## config.mk

```make
export PLATFORM = sky130hd
export DESIGN_NAME = gcnt_top
export DESIGN_NICKNAME = d
export VERILOG_FILES = /design/src/gcnt_pkg.sv /design/src/gcnt_core.sv /design/src/gcnt_top.sv
export SDC_FILE = /design/constraint.sdc
export NUM_CORES = 1
export LEC_CHECK = 0
export BUFFER_PORTS_ARGS = -buffer_cell sky130_fd_sc_hd__buf_2
export CORE_ASPECT_RATIO = 1.5
export CORE_MARGIN = 2
export CORE_UTILIZATION = 42
export DETAILED_ROUTE_END_ITERATION = 8
export GPL_ROUTABILITY_DRIVEN = 1
export PLACE_DENSITY = 0.58
export SYNTH_ARGS = -nofsm -noshare
export SYNTH_HDL_FRONTEND = slang
export SYNTH_SLANG_ARGS = --single-unit
```

## constraint.sdc

```tcl
create_clock -name mclk_i -period 4.6 [get_ports mclk_i]
set_clock_uncertainty 0.2 [all_clocks]
set_input_delay 0.69 -clock mclk_i [delete_from_list [all_inputs] [get_ports mclk_i]]
set_output_delay 0.69 -clock mclk_i [all_outputs]
set_load 0.1 [all_outputs]
```

## src/gcnt_pkg.sv

```systemverilog
// Package: register map, field layout, modes and shared types of the gated counter
package gcnt_pkg;

  // ----------------------------------------------------------------
  // Register offsets (byte addresses, one 32-bit word each)
  // ----------------------------------------------------------------
  localparam logic [4:0] OFS_CONTROL = 5'h00; // Mode, direction, gate config, software gate
  localparam logic [4:0] OFS_LOAD = 5'h04; // Load value
  localparam logic [4:0] OFS_END = 5'h08; // End value for main direction
  localparam logic [4:0] OFS_COUNT = 5'h0C; // Present count, read only
  localparam logic [4:0] OFS_LATCH = 5'h10; // Latch register, read only
  localparam logic [4:0] OFS_STATUS = 5'h14; // Flags; write 1 in bit 0 clears them

  // ----------------------------------------------------------------
  // Control field positions
  // ----------------------------------------------------------------
  localparam int CTL_MODE_LSB = 0; // Two bits of counting mode
  localparam int CTL_DIR_LSB = 2; // Two bits of main direction
  localparam int CTL_HWEN_BIT = 4; // Evaluate hardware gate
  localparam int CTL_STOPFN_BIT = 5; // 1: stop (interrupt) gate function, 0: cancel
  localparam int CTL_SWGATE_BIT = 6; // Software gate bit
  localparam int STS_OVF_BIT = 0; // Overflow flag position
  localparam int STS_UNF_BIT = 1; // Underflow flag position
  localparam int STS_IGATE_BIT = 2; // Internal gate state
  localparam int STS_CLR_BIT = 0; // Status clear request bit on write

  // ----------------------------------------------------------------
  // Reset values and limits
  // ----------------------------------------------------------------
  localparam logic [31:0] CONTROL_RST = 32'h0000_0000;
  localparam logic [31:0] LOAD_RST = 32'h0000_0000;
  localparam logic [31:0] END_RST = 32'h0000_0000;
  localparam logic [31:0] COUNT_UPPER = 32'h7FFF_FFFF; // 2^31-1
  localparam logic [31:0] COUNT_LOWER = 32'h8000_0000; // -2^31
  localparam logic [31:0] ONE = 32'h0000_0001;

  // ----------------------------------------------------------------
  // Enumerations
  // ----------------------------------------------------------------
  typedef enum logic [1:0] {
    MODE_CONT = 2'h0, // Count continuously
    MODE_ONCE = 2'h1, // Count once
    MODE_PERIOD = 2'h3 // Count periodically
  } mode_t;

  typedef enum logic [1:0] {
    DIR_NONE = 2'h0,
    DIR_UP = 2'h1,
    DIR_DOWN = 2'h3
  } dir_t;

  // Configuration seen by the counter core
  typedef struct packed {
    logic [31:0] load_value;
    logic [31:0] end_value;
    logic [1:0] mode;
    logic [1:0] dir;
    logic hw_enable;
    logic stop_fn;
    logic software_gate_bit;
  } cfg_t;

  // Encoder and input pins
  typedef struct packed {
    logic count_up;
    logic count_down;
    logic hardware_gate;
    logic latch;
  } pins_t;

  // State reported by the counter core
  typedef struct packed {
    logic [31:0] count;
    logic [31:0] latch_value;
    logic overflow_flag;
    logic underflow_flag;
    logic internal_gate;
  } core_status_t;

endpackage

```

## src/gcnt_core.sv

```systemverilog
// Counter core: gate logic, counting modes, flags and latch
//
// The register offsets and the Avalon-MM register port are this design's own decisions.
`timescale 1ns/1ps
`default_nettype none
module gcnt_core (
  // Clock and reset
  input wire logic mclk_i,
  input wire logic rst_i,
  // Configuration and control
  input wire gcnt_pkg::cfg_t cfg_i,
  input wire logic status_clear_request_i,
  // Pins
  input wire gcnt_pkg::pins_t pins_i,
  // State out
  output gcnt_pkg::core_status_t stat_o
);

  // ----------------------------------------------------------------
  // State
  // ----------------------------------------------------------------
  typedef struct packed {
    logic [31:0] count; // Two's complement count
    logic [31:0] latch_value; // Captured count
    logic ovf; // Sticky overflow
    logic unf; // Sticky underflow
    logic auto_closed; // Gate closed by the counter itself
    logic hw_open; // Hardware gate, edge driven
    logic hw_prev; // Previous gate pin level
    logic sw_prev; // Previous software gate bit
    logic latch_prev; // Previous latch pin level
  } core_state_t;

  core_state_t st;
  core_state_t next_st;

  // Derived gate terms
  logic hw_term;
  logic igate;
  logic hw_rise;
  logic sw_rise;
  logic up_pulse;
  logic dn_pulse;

  // ----------------------------------------------------------------
  // Next-state logic
  // ----------------------------------------------------------------
  // Gate, restarts, counting and flags in one pass; one pulse per cycle at most
  always_comb begin
    next_st = st;
    hw_rise = pins_i.hardware_gate && !st.hw_prev;
    sw_rise = cfg_i.software_gate_bit && !st.sw_prev;
    hw_term = cfg_i.hw_enable ? st.hw_open : 1'b1;
    igate = cfg_i.software_gate_bit && hw_term && !st.auto_closed;
    up_pulse = pins_i.count_up && !pins_i.count_down;
    dn_pulse = pins_i.count_down && !pins_i.count_up;
    next_st.hw_prev = pins_i.hardware_gate;
    next_st.sw_prev = cfg_i.software_gate_bit;
    next_st.latch_prev = pins_i.latch;
    // Hardware gate opens on rise, closes on fall
    if (hw_rise) begin
      next_st.hw_open = 1'b1;
    end else if (!pins_i.hardware_gate && st.hw_prev) begin
      next_st.hw_open = 1'b0;
    end
    // Reopening after an automatic closure
    if (st.auto_closed) begin
      if (cfg_i.dir != gcnt_pkg::DIR_NONE) begin
        // Main direction: only a gate rising edge restarts, from the load value
        if ((cfg_i.hw_enable && hw_rise && cfg_i.software_gate_bit) ||
            (!cfg_i.hw_enable && sw_rise)) begin
          next_st.auto_closed = 1'b0;
          next_st.count = cfg_i.load_value;
        end
      end else if (sw_rise || (cfg_i.hw_enable && hw_rise)) begin
        next_st.auto_closed = 1'b0;
        if (!cfg_i.stop_fn) begin
          next_st.count = cfg_i.load_value;
        end
      end
    end else if (!cfg_i.stop_fn) begin
      // Cancel function: restart from load value on gate reopen
      // With the hardware gate in use only its edge restarts; a software edge continues
      if (cfg_i.hw_enable ? (hw_rise && cfg_i.software_gate_bit)
                          : sw_rise) begin
        next_st.count = cfg_i.load_value;
      end
    end
    // Clear first, so a flag set by a pulse in the same cycle survives the clear
    if (status_clear_request_i) begin
      next_st.ovf = 1'b0;
      next_st.unf = 1'b0;
    end
    // Counting, only while the internal gate is open; stop function keeps the value
    if (igate && up_pulse) begin
      if ((cfg_i.mode != gcnt_pkg::MODE_CONT) && (cfg_i.dir == gcnt_pkg::DIR_UP) &&
          (st.count == cfg_i.end_value - gcnt_pkg::ONE)) begin
        next_st.count = cfg_i.load_value;
        if (cfg_i.mode == gcnt_pkg::MODE_ONCE) begin
          next_st.auto_closed = 1'b1;
        end
      end else if (st.count == gcnt_pkg::COUNT_UPPER) begin
        next_st.count = gcnt_pkg::COUNT_LOWER;
        next_st.ovf = 1'b1;
        if ((cfg_i.mode == gcnt_pkg::MODE_ONCE) && (cfg_i.dir == gcnt_pkg::DIR_NONE)) begin
          next_st.auto_closed = 1'b1;
        end
      end else begin
        next_st.count = st.count + gcnt_pkg::ONE;
      end
    end else if (igate && dn_pulse) begin
      if ((cfg_i.mode != gcnt_pkg::MODE_CONT) && (cfg_i.dir == gcnt_pkg::DIR_DOWN) &&
          (st.count == cfg_i.end_value + gcnt_pkg::ONE)) begin
        next_st.count = cfg_i.load_value;
        if (cfg_i.mode == gcnt_pkg::MODE_ONCE) begin
          next_st.auto_closed = 1'b1;
        end
      end else if (st.count == gcnt_pkg::COUNT_LOWER) begin
        next_st.count = gcnt_pkg::COUNT_UPPER;
        next_st.unf = 1'b1;
        if ((cfg_i.mode == gcnt_pkg::MODE_ONCE) && (cfg_i.dir == gcnt_pkg::DIR_NONE)) begin
          next_st.auto_closed = 1'b1;
        end
      end else begin
        next_st.count = st.count - gcnt_pkg::ONE;
      end
    end
    // Latch on a rising edge of the latch pin
    if (pins_i.latch && !st.latch_prev) begin
      next_st.latch_value = st.count;
    end
  end

  // ----------------------------------------------------------------
  // Registers
  // ----------------------------------------------------------------
  // Count starts at the reset load value of zero
  always_ff @(posedge mclk_i) begin
    if (rst_i) begin
      st <= '0;
    end else begin
      st <= next_st;
    end
  end

  // Outputs straight from flip-flops, except the gate term
  always_comb begin
    stat_o.count = st.count;
    stat_o.latch_value = st.latch_value;
    stat_o.overflow_flag = st.ovf;
    stat_o.underflow_flag = st.unf;
    stat_o.internal_gate = igate;
  end

endmodule // gcnt_core
`default_nettype wire

```

## src/gcnt_top.sv

```systemverilog
// Top: Avalon-MM register slave around the gated up/down counter core
//
// What this block does
// - Continuous: overflow wraps to lower limit.
// - Continuous: underflow wraps to upper limit.
// - Sticky overflow/underflow flags, cleared by request.
// - Once, no direction: wrap, close gate, flag.
// - Reopen: stop resumes, cancel loads value.
// - Once up: at end-1 reload, close gate.
// - Once down: at end+1 reload, close gate.
// - Main direction restart: gate rising edge, load.
// - Periodic, no direction: wrap, keep counting.
// - Periodic up: at end-1 reload, continue.
// - Periodic down: at end+1 reload, continue.
// - Internal gate combines hardware and software gate.
// - Hardware gate opens rising, closes falling.
// - Cancel function: reopen restarts at load.
// - Stop function: reopen resumes last count.
// - Hardware edge restarts, software edge continues.
// - Latch rising edge captures present count.
`timescale 1ns/1ps
`default_nettype none
module gcnt_top (
  // Clock and reset
  input wire logic mclk_i,
  input wire logic rst_i,
  // Avalon-MM slave
  input wire logic [4:0] avs_address_i,
  input wire logic avs_read_i,
  input wire logic avs_write_i,
  input wire logic [31:0] avs_writedata_i,
  input wire logic [3:0] avs_byteenable_i,
  output logic [31:0] avs_readdata_o,
  output logic avs_waitrequest_o,
  // Encoder and digital inputs
  input wire logic count_up_i,
  input wire logic count_down_i,
  input wire logic hardware_gate_i,
  input wire logic latch_i
);

  // ----------------------------------------------------------------
  // State
  // ----------------------------------------------------------------
  typedef struct packed {
    logic [31:0] control; // Control word
    logic [31:0] load_value; // Load value
    logic [31:0] end_value; // End value
    logic [31:0] rdata; // Read data register
    logic ack; // Answer phase: waitrequest drops
    logic clr; // One-cycle status clear request
  } regs_t;

  regs_t r;
  regs_t next_r;

  // Core connections
  gcnt_pkg::cfg_t cfg;
  gcnt_pkg::pins_t pins;
  gcnt_pkg::core_status_t cst;
  logic [31:0] wmask; // Byte-enable mask
  logic [31:0] rmux; // Read multiplexer

  // ----------------------------------------------------------------
  // Core
  // ----------------------------------------------------------------
  gcnt_core core (
    .mclk_i(mclk_i),
    .rst_i(rst_i),
    .cfg_i(cfg),
    .status_clear_request_i(r.clr),
    .pins_i(pins),
    .stat_o(cst)
  );

  // Configuration fields from the control word
  always_comb begin
    cfg.load_value = r.load_value;
    cfg.end_value = r.end_value;
    cfg.mode = r.control[gcnt_pkg::CTL_MODE_LSB +: 2];
    cfg.dir = r.control[gcnt_pkg::CTL_DIR_LSB +: 2];
    cfg.hw_enable = r.control[gcnt_pkg::CTL_HWEN_BIT];
    cfg.stop_fn = r.control[gcnt_pkg::CTL_STOPFN_BIT];
    cfg.software_gate_bit = r.control[gcnt_pkg::CTL_SWGATE_BIT];
    pins.count_up = count_up_i;
    pins.count_down = count_down_i;
    pins.hardware_gate = hardware_gate_i;
    pins.latch = latch_i;
  end

  // ----------------------------------------------------------------
  // Bus decode
  // ----------------------------------------------------------------
  // Every access takes two cycles: request seen, then answer with waitrequest low.
  // Unmapped reads return zero, unmapped writes are dropped.
  always_comb begin
    next_r = r;
    next_r.clr = 1'b0;
    next_r.ack = 1'b0;
    wmask = {{8{avs_byteenable_i[3]}}, {8{avs_byteenable_i[2]}},
             {8{avs_byteenable_i[1]}}, {8{avs_byteenable_i[0]}}};
    case (avs_address_i)
      gcnt_pkg::OFS_CONTROL: rmux = r.control;
      gcnt_pkg::OFS_LOAD: rmux = r.load_value;
      gcnt_pkg::OFS_END: rmux = r.end_value;
      gcnt_pkg::OFS_COUNT: rmux = cst.count;
      gcnt_pkg::OFS_LATCH: rmux = cst.latch_value;
      gcnt_pkg::OFS_STATUS: begin
        rmux = 32'h0000_0000;
        rmux[gcnt_pkg::STS_OVF_BIT] = cst.overflow_flag;
        rmux[gcnt_pkg::STS_UNF_BIT] = cst.underflow_flag;
        rmux[gcnt_pkg::STS_IGATE_BIT] = cst.internal_gate;
      end
      default: rmux = 32'h0000_0000;
    endcase
    if ((avs_read_i || avs_write_i) && !r.ack) begin
      next_r.ack = 1'b1;
      next_r.rdata = rmux;
    end
    // Write takes effect at the edge where waitrequest is low
    if (avs_write_i && r.ack) begin
      case (avs_address_i)
        gcnt_pkg::OFS_CONTROL:
          next_r.control = (r.control & ~wmask) | (avs_writedata_i & wmask);
        gcnt_pkg::OFS_LOAD:
          next_r.load_value = (r.load_value & ~wmask) | (avs_writedata_i & wmask);
        gcnt_pkg::OFS_END:
          next_r.end_value = (r.end_value & ~wmask) | (avs_writedata_i & wmask);
        gcnt_pkg::OFS_STATUS: begin
          next_r.clr = avs_writedata_i[gcnt_pkg::STS_CLR_BIT] &&
                       avs_byteenable_i[0];
        end
        default: begin
          next_r.clr = 1'b0;
        end
      endcase
    end
  end

  // Register stage
  always_ff @(posedge mclk_i) begin
    if (rst_i) begin
      r.control <= gcnt_pkg::CONTROL_RST;
      r.load_value <= gcnt_pkg::LOAD_RST;
      r.end_value <= gcnt_pkg::END_RST;
      r.rdata <= 32'h0000_0000;
      r.ack <= 1'b0;
      r.clr <= 1'b0;
    end else begin
      r <= next_r;
    end
  end

  // Handshake output is combinational; read data from flip-flops
  assign avs_waitrequest_o = !r.ack;
  assign avs_readdata_o = r.rdata;

endmodule // gcnt_top
`default_nettype wire

```

After elaboration in Yosys (flattened, before gate mapping)
Cells that the tools add are included.
Storage, ports and cells
  bits in registers: 201
  output and inout port bits: 33
  word-level logic and storage cells: 127
Operators by class
  equality and inequality tests: 16
  bitwise logic cells: 10
  reduce and logical (&&, ||, !) cells: 45
  $add $sub $neg: 4
  mux-type cells: 37
Operator list (count)
  two-way mux 32 bit: 13
  one-hot mux 32 bit (6 select lines): 1
  bitwise AND 32 bit: 4
  OR 32 bit: 3
  adder 32 x 1 -> 32 bit (second input constant): 2
  equality test 32 bit: 2
  subtractor 32 x 1 -> 32 bit (second input constant): 2
  equality test 32 x 31 -> 1 bit (second input constant): 1
  equality test 32 bit (second input constant): 1
  NOT 32 bit: 1
  logical AND 1 bit: 22
  two-way mux 1 bit: 20
  equality test 5 x 4 -> 1 bit (second input constant): 2
  equality test 5 bit (second input constant): 2
  != test 5 bit (second input constant): 2
  logical NOT 1 bit: 9
  two-way mux 2 bit: 3
  AND reduction 2 bit: 3
  nonzero test 2 bit: 3
  equality test 5 x 3 -> 1 bit (second input constant): 1
  logical NOT 5 bit: 1
  != test 5 x 4 -> 1 bit (second input constant): 1
  AND reduction 5 bit: 1
  equality test 2 x 1 -> 1 bit (second input constant): 2
  7 further kinds: 10

Logic depth before layout (Yosys ltp)
Gate-level depths: netlist (run 1).
  depth after elaboration: 13
  mapped depth: 15
  depth with buffers taken out: 12

Cells and area by module
A second synthesis (run 1) with hierarchy kept.
Second synthesis, totals
  cell total of the unflattened synthesis: 1772
  area, all modules: 14034.7 um^2
By module, submodules not included
  gcnt_core: cells an instance 1132, times used 1, seq. area each 1421.4 um^2, area an instance 7990.2 um^2
  gcnt_top: cells an instance 640, times used 1, seq. area each 2602.5 um^2, area an instance 6044.5 um^2

Worst setup path after synthesis (run 1)
No wires, ideal clock.
  kind: reg-to-reg
  start: reg with a tool-made name
  end: reg core.st (netlist bit core.stat_o[37])
  arrival: 4048 ps
  stages on the path, launching flop included: 16
  setup slack: 217 ps
  buffers on the path: 3
  path through: dfxtp_1 -> clkbuf_1 -> inv_1 -> ha_1 -> or4b_1 -> or3_1 -> nor4_1 -> xnor2_1 -> o2111ai_1 -> or4b_1 -> or4b_1 -> buf_2 -> buf_6 -> mux2_4 -> a22oi_1 -> o32ai_1
RTL lines
  end signal: assignment: RTL line gcnt_core.sv:142  | st <= next_st;
  end: declaration: RTL line gcnt_core.sv:34  | core_state_t st;

==> summary.txt, run 1 <==
Timing
  • Fin crit period: 4444 ps
  • Slew @ Worst Pin: 1204 ps
  • Fin Hold WS: 200.8 ps
  • Final Hold Fails: 0
  • Slew Viols, Final: 0
  • Unrepaired setup endpoints after global routing: no
  • Final setup vio count: 0
  • Final Cycle Share: 96.61%
  • Fmax: 225.0 MHz
  • Relative slew margins: 19.74%
  • Fin Setup TNS: 0 ps

Power and ir drop
  • LEAKAGE: 5.502 nW
  • P_sw: 0.0009488 W
  • Worst VDD drop: 0.2998 mV
  • Combinational share of power: 5.3%
  • Reg power frac: 46.0%
  • Clock Power Share: 48.7%
  • Pwr/cell area: 260.1 nW/um^2
  • Int Pwr: 0.002857 W
  • Switching Fraction: 24.93%

Layout
  • Layout net count: 1754
  • ANT cells: 0
  • Area grow syn2layout: 12.87%
  • Share of post-route cells with drive strength above 1: 15.94%
  • Design Area, Final: 14630 um^2

Floorplan
  • Initial core utilization: 42.72%
  • Die Y: 219.2 um
  • # IOs: 82
  • Core Box Area: 30350 um^2
  • Die X: 147.5 um
  • Row cnt: 78
  • Full die area: 32320 um^2

Clock tree
  • H-Tree Depth: 1
  • Reg clk slew, reported paths: 70 ps
  • Cts bufs inserted: 22
  • Worst-skew pair later-pin latency: 550 ps
  • Hold buffer count at cts: 0
  • Sink Count: 201
  • CTS tree: done
  • Clock tree root driver cell: clkbuf_16
  • Setup Buffers After CTS: 0
  • Maximum root-to-sink buffer count: 3

Synth
  • Netlist cell types: 75
  • Syn avg cell area: 7.722 um^2
  • Leading register cell type out of synthesis: dfxtp_1
  • XOR/XNOR share of the synthesized area: 6.862%
  • Adder-cell area share of the yosys netlist: 0.5790%
  • Post-Syn Area: 12960 um^2
  • Seq/Total Area, Yosys: 31.04%
  • Mux cell area share after synthesis: 10.18%
  • Asr flop ratio synth: 0%
  • Synth Register Bits: 201
  • Main combinational cell family by area after synthesis: simple AND/OR/NAND/NOR gates
  • Net Count, Synth: 1734
  • Synth Area in Simple Gates: 25.48%
  • Compound-Gate Fraction of Synth Area: 18.70%
  • Gate Count Post-Synth: 1679
  • Synth warn: 0
  • Post-synth EDFFs: 0

Setup path
  • WS Path Type: reg -> reg
  • Critical path endpoint category: flip-flop
  • WP data required: 4780 ps
  • Critical path data arrival time: 4630 ps
  • Worst-path fanout max: 17
  • CP startpoint kind: flip-flop

Global routing
  • Largest net degree at the start of global routing: 100
  • Overall routing resource usage: 30.90%
  • First-pass GRT wire length: 76.36 mm
  • Total congestion overflow: 0
  • Number of global-route vias before repair: 12570
  • Initial antenna violation count: 0

Drt
  • Total wire length: 50.43 mm
  • Antenna-violating nets left: 0
  • WL per Instance: 23.87 um
  • DRC: 0
  • Post-DR vias/cell: 6.122
  • Drt pass-1 iters: 5
  • Vias: 12940
  • 1st-iter DRT viols: 1273

Worst hold path
  • Hold crit path type: in -> reg

Status
  • Run status: finished clean

Place
  • DP Area: 13860 um^2
  • # port buffers: 81
  • Gpl congestion: 0.9776
  • Dpl hpwl: 36.73 mm

Flow run
  • # Max-Cap Violations: 0
[Yosys cell counts (4+ instances only)]
cell type	instances	area share (%)
o22ai_1	8	0.39
nand3_1	56	2.2
a31o_2	5	0.34
nand2b_1	16	0.77
buf_1	11	0.32
xnor2_1	50	3.4
a221oi_1	7	0.47
dfxtp_1	201	31
o21ai_0	45	1.7
o41ai_1	5	0.34
nor2b_1	12	0.58
buf_2	7	0.27
mux2_2	19	1.7
nor4_1	35	1.7
ha_1	6	0.58
and2_1	8	0.39
a22o_1	28	1.9
nand3b_1	8	0.46
a22oi_1	75	4.3
xor2_1	49	3.3
o211ai_1	8	0.46
nor2_1	227	6.6
o31ai_1	4	0.23
inv_1	19	0.55
and3_1	16	0.77
o32ai_1	14	0.95
o21a_1	5	0.29
nor3b_1	5	0.29
a211oi_1	11	0.64
a31oi_1	13	0.63
mux2i_1	109	8.4
and4_1	11	0.74
or2_2	4	0.19
and3b_1	4	0.27
nand2_1	174	5.0
nand4_1	30	1.4
a21oi_1	86	3.3
buf_4	33	1.9
nor3_1	43	1.7
a311oi_1	11	0.74
or3_1	9	0.43
clkbuf_1	133	3.9
or4_1	7	0.41
[timing repair]
| action | CTS | global route |
|---|---|---|
| hold endpoints to repair | 0 | 0 |
| endpoints found under the setup margin | 0 | 23 |
| resized for setup | 0 | 6 |
[layer usage]
metal | up-vias | track usage [%] | wire length, um
li1 | 6036 | - | -
met1 | 6243 | 36.57 | 19740
met2 | 514 | 53.43 | 24520
met3 | 143 | 3.929 | 2964
met4 | 0 | 18.33 | 3204
met5 | - | 0 | 0
[kinds of logic (layout without fill, tap and decap cells)]
| logic type | after synthesis | in the layout |
|---|---|---|
| and+or+nand+nor | 685 | 685 |
| AOI/OAI and AO/OA | 352 | 352 |
| buffers and inverters | 206 | 240 |
| DFF | 201 | 201 |
| muxes | 129 | 129 |
| xor gates and xnor gates | 100 | 100 |
| adders and majority gates | 6 | 6 |
[cell type report]
| class | instances | area (um^2) |
|---|---|---|
| Inverter | 19 | 71.32 |
| Tap cell | 400 | 500.5 |
| Clock buffer | 31 | 664.4 |
| Multi-Input combinational cell | 1272 | 8085 |
| Clock inverter | 7 | 73.82 |
| Sequential cell | 201 | 4024 |
| Timing Repair Buffer | 183 | 1215 |
| Fill cell | 3084 | 15720 |
[cells in the final DEF (no fill, tap or decap), types with 6 or more instances in the layout]
master and count:
a221oi_1 7, nand3_1 56, xor2_1 49, nor2b_1 11, a21oi_1 86, buf_2 80, nor4_1 31, inv_1 19
mux2i_1 109, and3_1 16, a22oi_1 75, a22o_1 28, xnor2_1 50, buf_4 99, mux2_2 19, clkbuf_16 22
nor3_1 42, o32ai_1 14, and2_1 8, a31oi_1 13, nand2_1 174, dfxtp_1 201, o21ai_0 45, a211oi_1 11
nand2b_1 16, o211ai_1 8, clkbuf_8 8, a311oi_1 11, nor2_1 225, o22ai_1 8, nand3b_1 8, nor4_2 6
ha_1 6, or3_1 9, and4_1 11, nand4_1 30, or4_1 7
[through the flow]
step                std cells  power [W]  setup WS [ps]  util (%)
floorplan                1679   0.001894          216.7         -
global route             2113   0.003905          52.05     48.22
finish                   2113   0.003806          155.8     48.22
global placement         2075   0.001987          207.0     45.67
CTS                      2113   0.003832          61.15     48.10
detailed placement       2075   0.001989          127.0     45.67
[critical path, stage by stage, from the launching register on]
cell,delay (ps)
dfxtp_1,310
inv_1,80
ha_1,180
or4b_4,500
nor2_1,220
mux2_2,370
a31oi_1,230
o2111ai_1,160
or4b_1,510
or4b_1,540
buf_4,200
buf_12,170
mux2_4,300
a22oi_1,190
o32ai_1,120
[final timing paths]
path	to	slack, ps	start	cells past startpoint
max	core.stat_o[37]$_SDFFE_PP0P_	160	flip-flop	14
min	core.st[2]$_SDFF_PP0_	200	hardware_gate_i	2
max reg2reg	core.stat_o[37]$_SDFFE_PP0P_	160	flip-flop	14
min reg2reg	core.stat_o[4]$_SDFFE_PP0P_	250	core.stat_o[4]$_SDFFE_PP0P_	2
[power by group through the flow]
stage          sequential [W]  combinational [W]  clock (W)
2_1_floorplan         0.00179           0.000109          0
3_3_place_gp          0.00179           0.000199          0
3_5_place_dp          0.00179           0.000201          0
4_1_cts               0.00175           0.000201    0.00188
5_1_grt               0.00175           0.000215    0.00194
6_report              0.00175           0.000203    0.00185
(Power assumes the default switching activity.)
==> run 2: changes to the inputs <==
- CELL_PAD_IN_SITES_DETAIL_PLACEMENT: unset -> 1
- CELL_PAD_IN_SITES_GLOBAL_PLACEMENT: unset -> 1
- PLACE_DENSITY: 0.58 -> 0.75
==> summary.txt, run 2 (synthesis results as in run 1) <==
Status
  • Run status: finished clean

Power and ir drop
  • Pwr/cell area: 267.7 nW/um^2 (+2.9%)
  • Pwr Total: 0.003961 W (+4.1%)
  • LEAKAGE: 5.603 nW (+1.8%)
  • Worst VDD drop: 0.2700 mV (-9.9%)

Setup path
  • CP startpoint kind: flip-flop
  • Cell family with most CP delay: simple AND/OR/NAND/NOR gates
  • Cell mode on critical path: or4b_4
  • Buf/Inv on CP: 3 (unchanged)
  • WS Path Type: reg -> reg
  • CP max-delay cell: or4b_4
  • Critical path data arrival time: 4670 ps (+40 ps)
  • Worst-path fanout max: 23 (+6)
  • Critical Path, Cell by Cell: inv_1, ha_1, or4b_4, or3_1, nor4_4, xnor2_1, o2111ai_1, or4b_1, or4b_4, buf_12, a22oi_4, buf_4, nand2_1, a221oi_1
  • Critical path endpoint category: flip-flop
  • WP data required: 4820 ps (+40 ps)
  • CP peak stage delay: 580 ps (+40 ps)

Floorplan
  • # IOs: 82 (unchanged)
  • Row cnt: 78 (unchanged)
  • Full die area: 32320 um^2 (unchanged)
  • Die Y: 219.2 um (unchanged)
  • Initial core utilization: 42.72% (unchanged)
  • Core Box Area: 30350 um^2 (unchanged)
  • Die X: 147.5 um (unchanged)

Clock tree
  • Clock tree root driver cell: clkbuf_16
  • CTS tree: done
  • Cts bufs inserted: 23 (+4.5%)
  • Sink Count: 201 (unchanged)
  • Reg clk slew, reported paths: 70 ps (about the same)
  • Worst-skew pair later-pin latency: 540 ps (about the same)
  • H-Tree Depth: 1 (unchanged)
  • Maximum root-to-sink buffer count: 3 (unchanged)

Place
  • Gpl congestion: 0.9610 (-1.7%)
  • # port buffers: 81 (unchanged)
  • Dpl hpwl: 40.22 mm (+9.5%)
  • Place WS: 122.9 ps (-4.165 ps)

Timing
  • Slew @ Worst Pin: 953.8 ps (-250.1 ps)
  • Fmax: 224.6 MHz (-0.19%)
  • Relative slew margins: 36.18% (+16 points)
  • Fin Setup TNS: 0 ps (unchanged)
  • Unrepaired setup endpoints after global routing: yes
  • Final Hold Fails: 0 (unchanged)
  • Fin crit period: 4453 ps (+8.310 ps)
  • Slew Viols, Final: 0 (unchanged)
  • Setup ws final: 147.5 ps (-8.310 ps)
  • Final setup vio count: 0 (unchanged)
  • Final Cycle Share: 96.79% (+0.18 points)

Layout
  • Layout net count: 1769 (+0.86%)
  • Register area: 4024 um^2 (unchanged)
  • Share of post-route cells with drive strength above 1: 16.60% (+0.66 points)
  • Commonest non-fill, non-tap cell in the layout: nor2_1
  • Fin util: 48.75% (+0.54 points)
  • Most frequent cells in the layout: nor2_1, dfxtp_1, nand2_1
  • Area grow syn2layout: 14.13%
  • Fill count: 3686 (+20%)
  • ANT cells: 0 (unchanged)
  • Multi-input logic area: 8087 um^2 (about the same)

Drt
  • Vias: 13360 (+3.3%)
  • WL per Instance: 25.47 um (+6.7%)
  • Drt pass-1 iters: 5 (unchanged)
  • Total wire length: 54.23 mm (+7.5%)
  • Antenna-violating nets left: 0 (unchanged)
  • DRC: 0 (unchanged)
  • Post-DR vias/cell: 6.277 (+2.5%)
  • 1st-iter DRT viols: 932 (-27%)

Global routing
  • Total congestion overflow: 0 (unchanged)
  • First-pass GRT wire length: 82.28 mm (+7.8%)
  • Number of global-route vias before repair: 13860 (+10%)
  • Initial antenna violation count: 0 (unchanged)
  • Overall routing resource usage: 33.12% (+2.2 points)
  • Largest net degree at the start of global routing: 74 (-26%)

Worst hold path
  • Hold crit path type: in -> reg

Flow run
  • # Max-Cap Violations: 0 (unchanged)
-- run 2: cell types whose count changed in the layout (fill, tap and decap cells not counted), sizes merged --
| cell | change |
|---|---|
| buf | +14 |
| bufinv | +3 |
| clkinv | -1 |
-- run 2: metrics by stage --
| stage | area (um^2) | hold WS (ps) | instances |
|---|---|---|---|
| after CTS | 14750 | 206.0 | 2127 |
| after floorplan | 12960 | 235.7 | 1679 |
| after global routing | 14800 | 223.6 | 2129 |
| after detailed placement | 13940 | 248.0 | 2087 |
| final | 14800 | 213.7 | 2129 |
| after global placement | 13940 | 242.8 | 2087 |
-- run 2: final cells by class --
class | instances | area share (%)
multi-input cells | 1272 | 54.65
flip-flops and latches | 201 | 27.19
repair buffers | 197 | 8.836
clock buffers | 31 | 4.431
well taps | 400 | 3.382
clock inverters | 9 | 1.023
inverters | 19 | 0.4820
-- run 2: what timing repair did --
action	in CTS	in global routing
resized for setup	0	6
hold buffers	0	0
endpoints found under the setup margin	0	12
setup buffers	0	2
-- run 2: worst paths after layout --
check	endpoint	slack [ps]	from	cells after the start
max	core.stat_o[53]$_SDFFE_PP0P_	150	flip-flop	14
min	core.st[2]$_SDFF_PP0_	210	hardware_gate_i	2
max reg2reg	core.stat_o[53]$_SDFFE_PP0P_	150	flip-flop	14
min reg2reg	core.stat_o[31]$_SDFFE_PP0P_	250	core.stat_o[31]$_SDFFE_PP0P_	2
-- run 2: routing by layer --
| layer | share of wire [%] | track usage [%] |
|---|---|---|
| met3 | 5.0 | 3.514 |
| met4 | 5.9 | 17.92 |
| met5 | 0 | 0 |
| met2 | 51 | 60.69 |
| met1 | 38 | 37.51 |
-- run 2: power breakdown --
group	switching (W)	internal [W]	leakage [nW]
registers	0.00000468	0.00174	1.62
logic	0.000151	0.0000534	3.59
clock network	0.000787	0.00122	0.395
total	0.000943	0.00302	5.60
==> run 3: changes to the inputs <==
- PLACE_DENSITY: 0.75 -> 0.74
- SKIP_CTS_REPAIR_TIMING: unset -> 1
- SKIP_LAST_GASP: unset -> 1
- SYNTH_HIERARCHICAL: unset -> 1
==> summary.txt, run 3 <==
Layout
  • Most frequent cells in the layout: dfxtp_1, nor2_1, mux2i_1
  • Area grow syn2layout: 6.080%
  • Layout net count: 1753 (-0.90%)
  • Commonest non-fill, non-tap cell in the layout: dfxtp_1
  • Fill count: 4084 (+11%)
  • ANT cells: 0 (unchanged)
  • Design Area, Final: 14890 um^2 (+0.62%)
  • Share of post-route cells with drive strength above 1: 13.54% (-3.1 points)

Drt
  • DRC: 0 (unchanged)
  • WL per Instance: 25.63 um (+0.60%)
  • Total wire length: 54.66 mm (+0.79%)
  • 1st-iter DRT viols: 801 (-14%)
  • Drt pass-1 iters: 6 (+1)
  • Post-DR vias/cell: 6.248 (-0.46%)
  • Vias: 13330 (-0.27%)
  • Antenna-violating nets left: 0 (unchanged)

Synth
  • Seq/Total Area, Yosys: 28.67% (-2.4 points)
  • Top cell type's share of synthesized area: 28.67% (-2.4 points)
  • Leading register cell type out of synthesis: dfxtp_1
  • Main combinational cell family by area after synthesis: simple AND/OR/NAND/NOR gates
  • Net Count, Synth: 1827 (+5.4%)
  • Synth warn: 6 (+6)
  • Synth Area in Simple Gates: 24.20% (-1.3 points)
  • Post-synth EDFFs: 0 (unchanged)
  • Synth area leaders: dfxtp_1, mux2i_1, buf_4
  • Netlist cell types: 91 (+21%)
  • Gate Count Post-Synth: 1772 (+5.5%)
  • Syn avg cell area: 7.920 um^2 (+2.6%)
  • Asr flop ratio synth: 0% (unchanged)
  • Synth Register Bits: 201 (unchanged)
  • Mux cell area share after synthesis: 12.87% (+2.7 points)
  • Cell taking the most area after synthesis: dfxtp_1
  • Adder-cell area share of the yosys netlist: 0.5349% (-0.044 points)
  • Post-Syn Area: 14030 um^2 (+8.3%)
  • Post-synth top cells: dfxtp_1, nor2_1, mux2i_1, nand2_1, a21oi_1
  • Count leader, synth: dfxtp_1
  • XOR/XNOR share of the synthesized area: 7.052% (+0.19 points)
  • Compound-Gate Fraction of Synth Area: 16.18% (-2.5 points)

Global routing
  • Largest net degree at the start of global routing: 86 (+16%)
  • Number of global-route vias before repair: 13640 (-1.6%)
  • First-pass GRT wire length: 83.15 mm (+1.1%)
  • Overall routing resource usage: 30.40% (-2.7 points)
  • Total congestion overflow: 0 (unchanged)
  • Initial antenna violation count: 0 (unchanged)

Clock tree
  • Sink Count: 201 (unchanged)
  • Maximum root-to-sink buffer count: 3 (unchanged)
  • Worst-skew pair later-pin latency: 560 ps (+20 ps)
  • H-Tree Depth: 1 (unchanged)
  • CTS tree: done
  • Cts bufs inserted: 23 (unchanged)
  • Clock tree root driver cell: clkbuf_16
  • Reg clk slew, reported paths: 70 ps (about the same)

Setup path
  • WP data required: 4800 ps (-20 ps)
  • Worst reg2reg setup slack: 270 ps (+120 ps)
  • Worst-path fanout max: 28 (+22%)
  • CP startpoint kind: flip-flop
  • Critical path endpoint category: flip-flop
  • WS Path Type: reg -> reg
  • Critical path data arrival time: 4530 ps (-140 ps)

Worst hold path
  • Hold crit path type: in -> reg
  • HP Start: hardware_gate_i

Timing
  • Fin crit period: 4331 ps (-121.0 ps)
  • Unrepaired setup endpoints after global routing: no
  • Slew Viols, Final: 0 (unchanged)
  • Final Hold Fails: 0 (unchanged)
  • Fin Setup TNS: 0 ps (unchanged)
  • Fmax: 230.9 MHz (+2.8%)
  • Relative slew margins: 23.64% (-13 points)
  • Final setup vio count: 0 (unchanged)
  • Final Cycle Share: 94.16% (-2.6 points)
  • Slew @ Worst Pin: 1145 ps (+191.6 ps)

Floorplan
  • # IOs: 82 (unchanged)
  • Initial core utilization: 42.35% (-0.37 points)
  • Die Y: 227.9 um (+4.0%)
  • Full die area: 34920 um^2 (+8.1%)
  • Row cnt: 82 (+5.1%)
  • Core Box Area: 33140 um^2 (+9.2%)
  • Die X: 153.3 um (+3.9%)

Power and ir drop
  • Worst VDD drop: 0.3011 mV (+12%)
  • LEAKAGE: 5.888 nW (+5.1%)
  • Pwr Total: 0.003966 W (+0.12%)
  • Pwr/cell area: 266.4 nW/um^2 (-0.50%)

Flow run
  • # Max-Cap Violations: 0 (unchanged)

Place
  • Gpl congestion: 0.9767 (+1.6%)
  • DP Area: 14080 um^2 (+1.0%)
  • Dpl hpwl: 40.42 mm (+0.49%)
  • # port buffers: 81 (unchanged)

Status
  • Run status: finished clean
run 3: changes by cell type in the layout (fill, tap and decap cells not counted), moves of 8 or more:
cell | previous run | this run
mux2i_1 | 109 | 176
and3_1 | 16 | 25
a22o_1 | 28 | 2
xnor2_1 | 50 | 73
o22ai_1 | 8 | 32
xor2_1 | 49 | 40
nor2_1 | 225 | 177
buf_4 | 114 | 65
nor3_1 | 42 | 50
o32ai_1 | 14 | 5
a22oi_1 | 75 | 2
a21oi_1 | 86 | 104
mux2_2 | 19 | 4
run 3: power by group:
group / internal (W) / switching (W)
clock: 0.00117 / 0.000836
combinational: 0.0000597 / 0.000150
sequential: 0.00174 / 0.00000597
total: 0.00297 / 0.000992
run 3: worst max-delay path: stages (launching register included):
cell	delay (ps)
dfxtp_1	340
inv_1	70
ha_1	220
nor4b_2	510
nand4_1	410
nor4_1	340
a21oi_1	120
or3_1	350
nor3_2	400
and2_4	480
buf_4	260
nor3_1	80
a211oi_1	300
a211oi_1	100
run 3: layer usage:
layer  vias to the layer above  part of all wire [%]  track usage (%)  wire length [um]
li1                       6106                     -                -                 -
met1                      6658                    38            33.94             20880
met2                       403                    50            54.24             27410
met3                       160                   4.3            3.590              2358
met4                         0                   7.3            19.39              4008
met5                         -                     0                0                 0
run 3: area by class of cell:
cell class                 count  area (um^2)  share of cell area [%]
clock buffer                  29        648.1                   4.353
inverter                      25        93.84                  0.6303
timing repair buffer         144        883.3                   5.933
sequential                   201         4024                   27.03
clock inverter                11        153.9                   1.034
tap                          420        525.5                   3.530
multi-input combinational   1303         8559                   57.49
run 3: through the flow:
| stage | hold slack [ps] | worst slack [ps] | util [%] | instances |
|---|---|---|---|---|
| after global routing | 199.1 | 18.70 | 44.93 | 2133 |
| after detailed placement | 239.4 | 394.0 | 42.49 | 2093 |
| after floorplan | 226.3 | 1124 | - | 1772 |
| final | 163.7 | 268.5 | 44.93 | 2133 |
| after CTS | 156.7 | 370.7 | 44.91 | 2133 |
| after global placement | 230.7 | 412.7 | 42.49 | 2093 |
run 3: cell families after synthesis:
logic type | after synthesis
and+or+nand+nor | 664
DFF | 201
xor gates and xnor gates | 113
muxes | 180
AOI/OAI and AO/OA | 340
buffers and inverters | 268
adders and majority gates | 6
run 3: worst paths after layout:
| kind | end | cells past startpoint |
|---|---|---|
| worst max-delay path | core/stat_o[52]$_SDFFE_PP0P_ | 13 |
| worst min-delay path | core/st[2]$_SDFF_PP0_ | 2 |
| worst max register to register | core/stat_o[52]$_SDFFE_PP0P_ | 13 |
| worst min register to register | avs_readdata_o[29]$_SDFFE_PP0P_ | 2 |
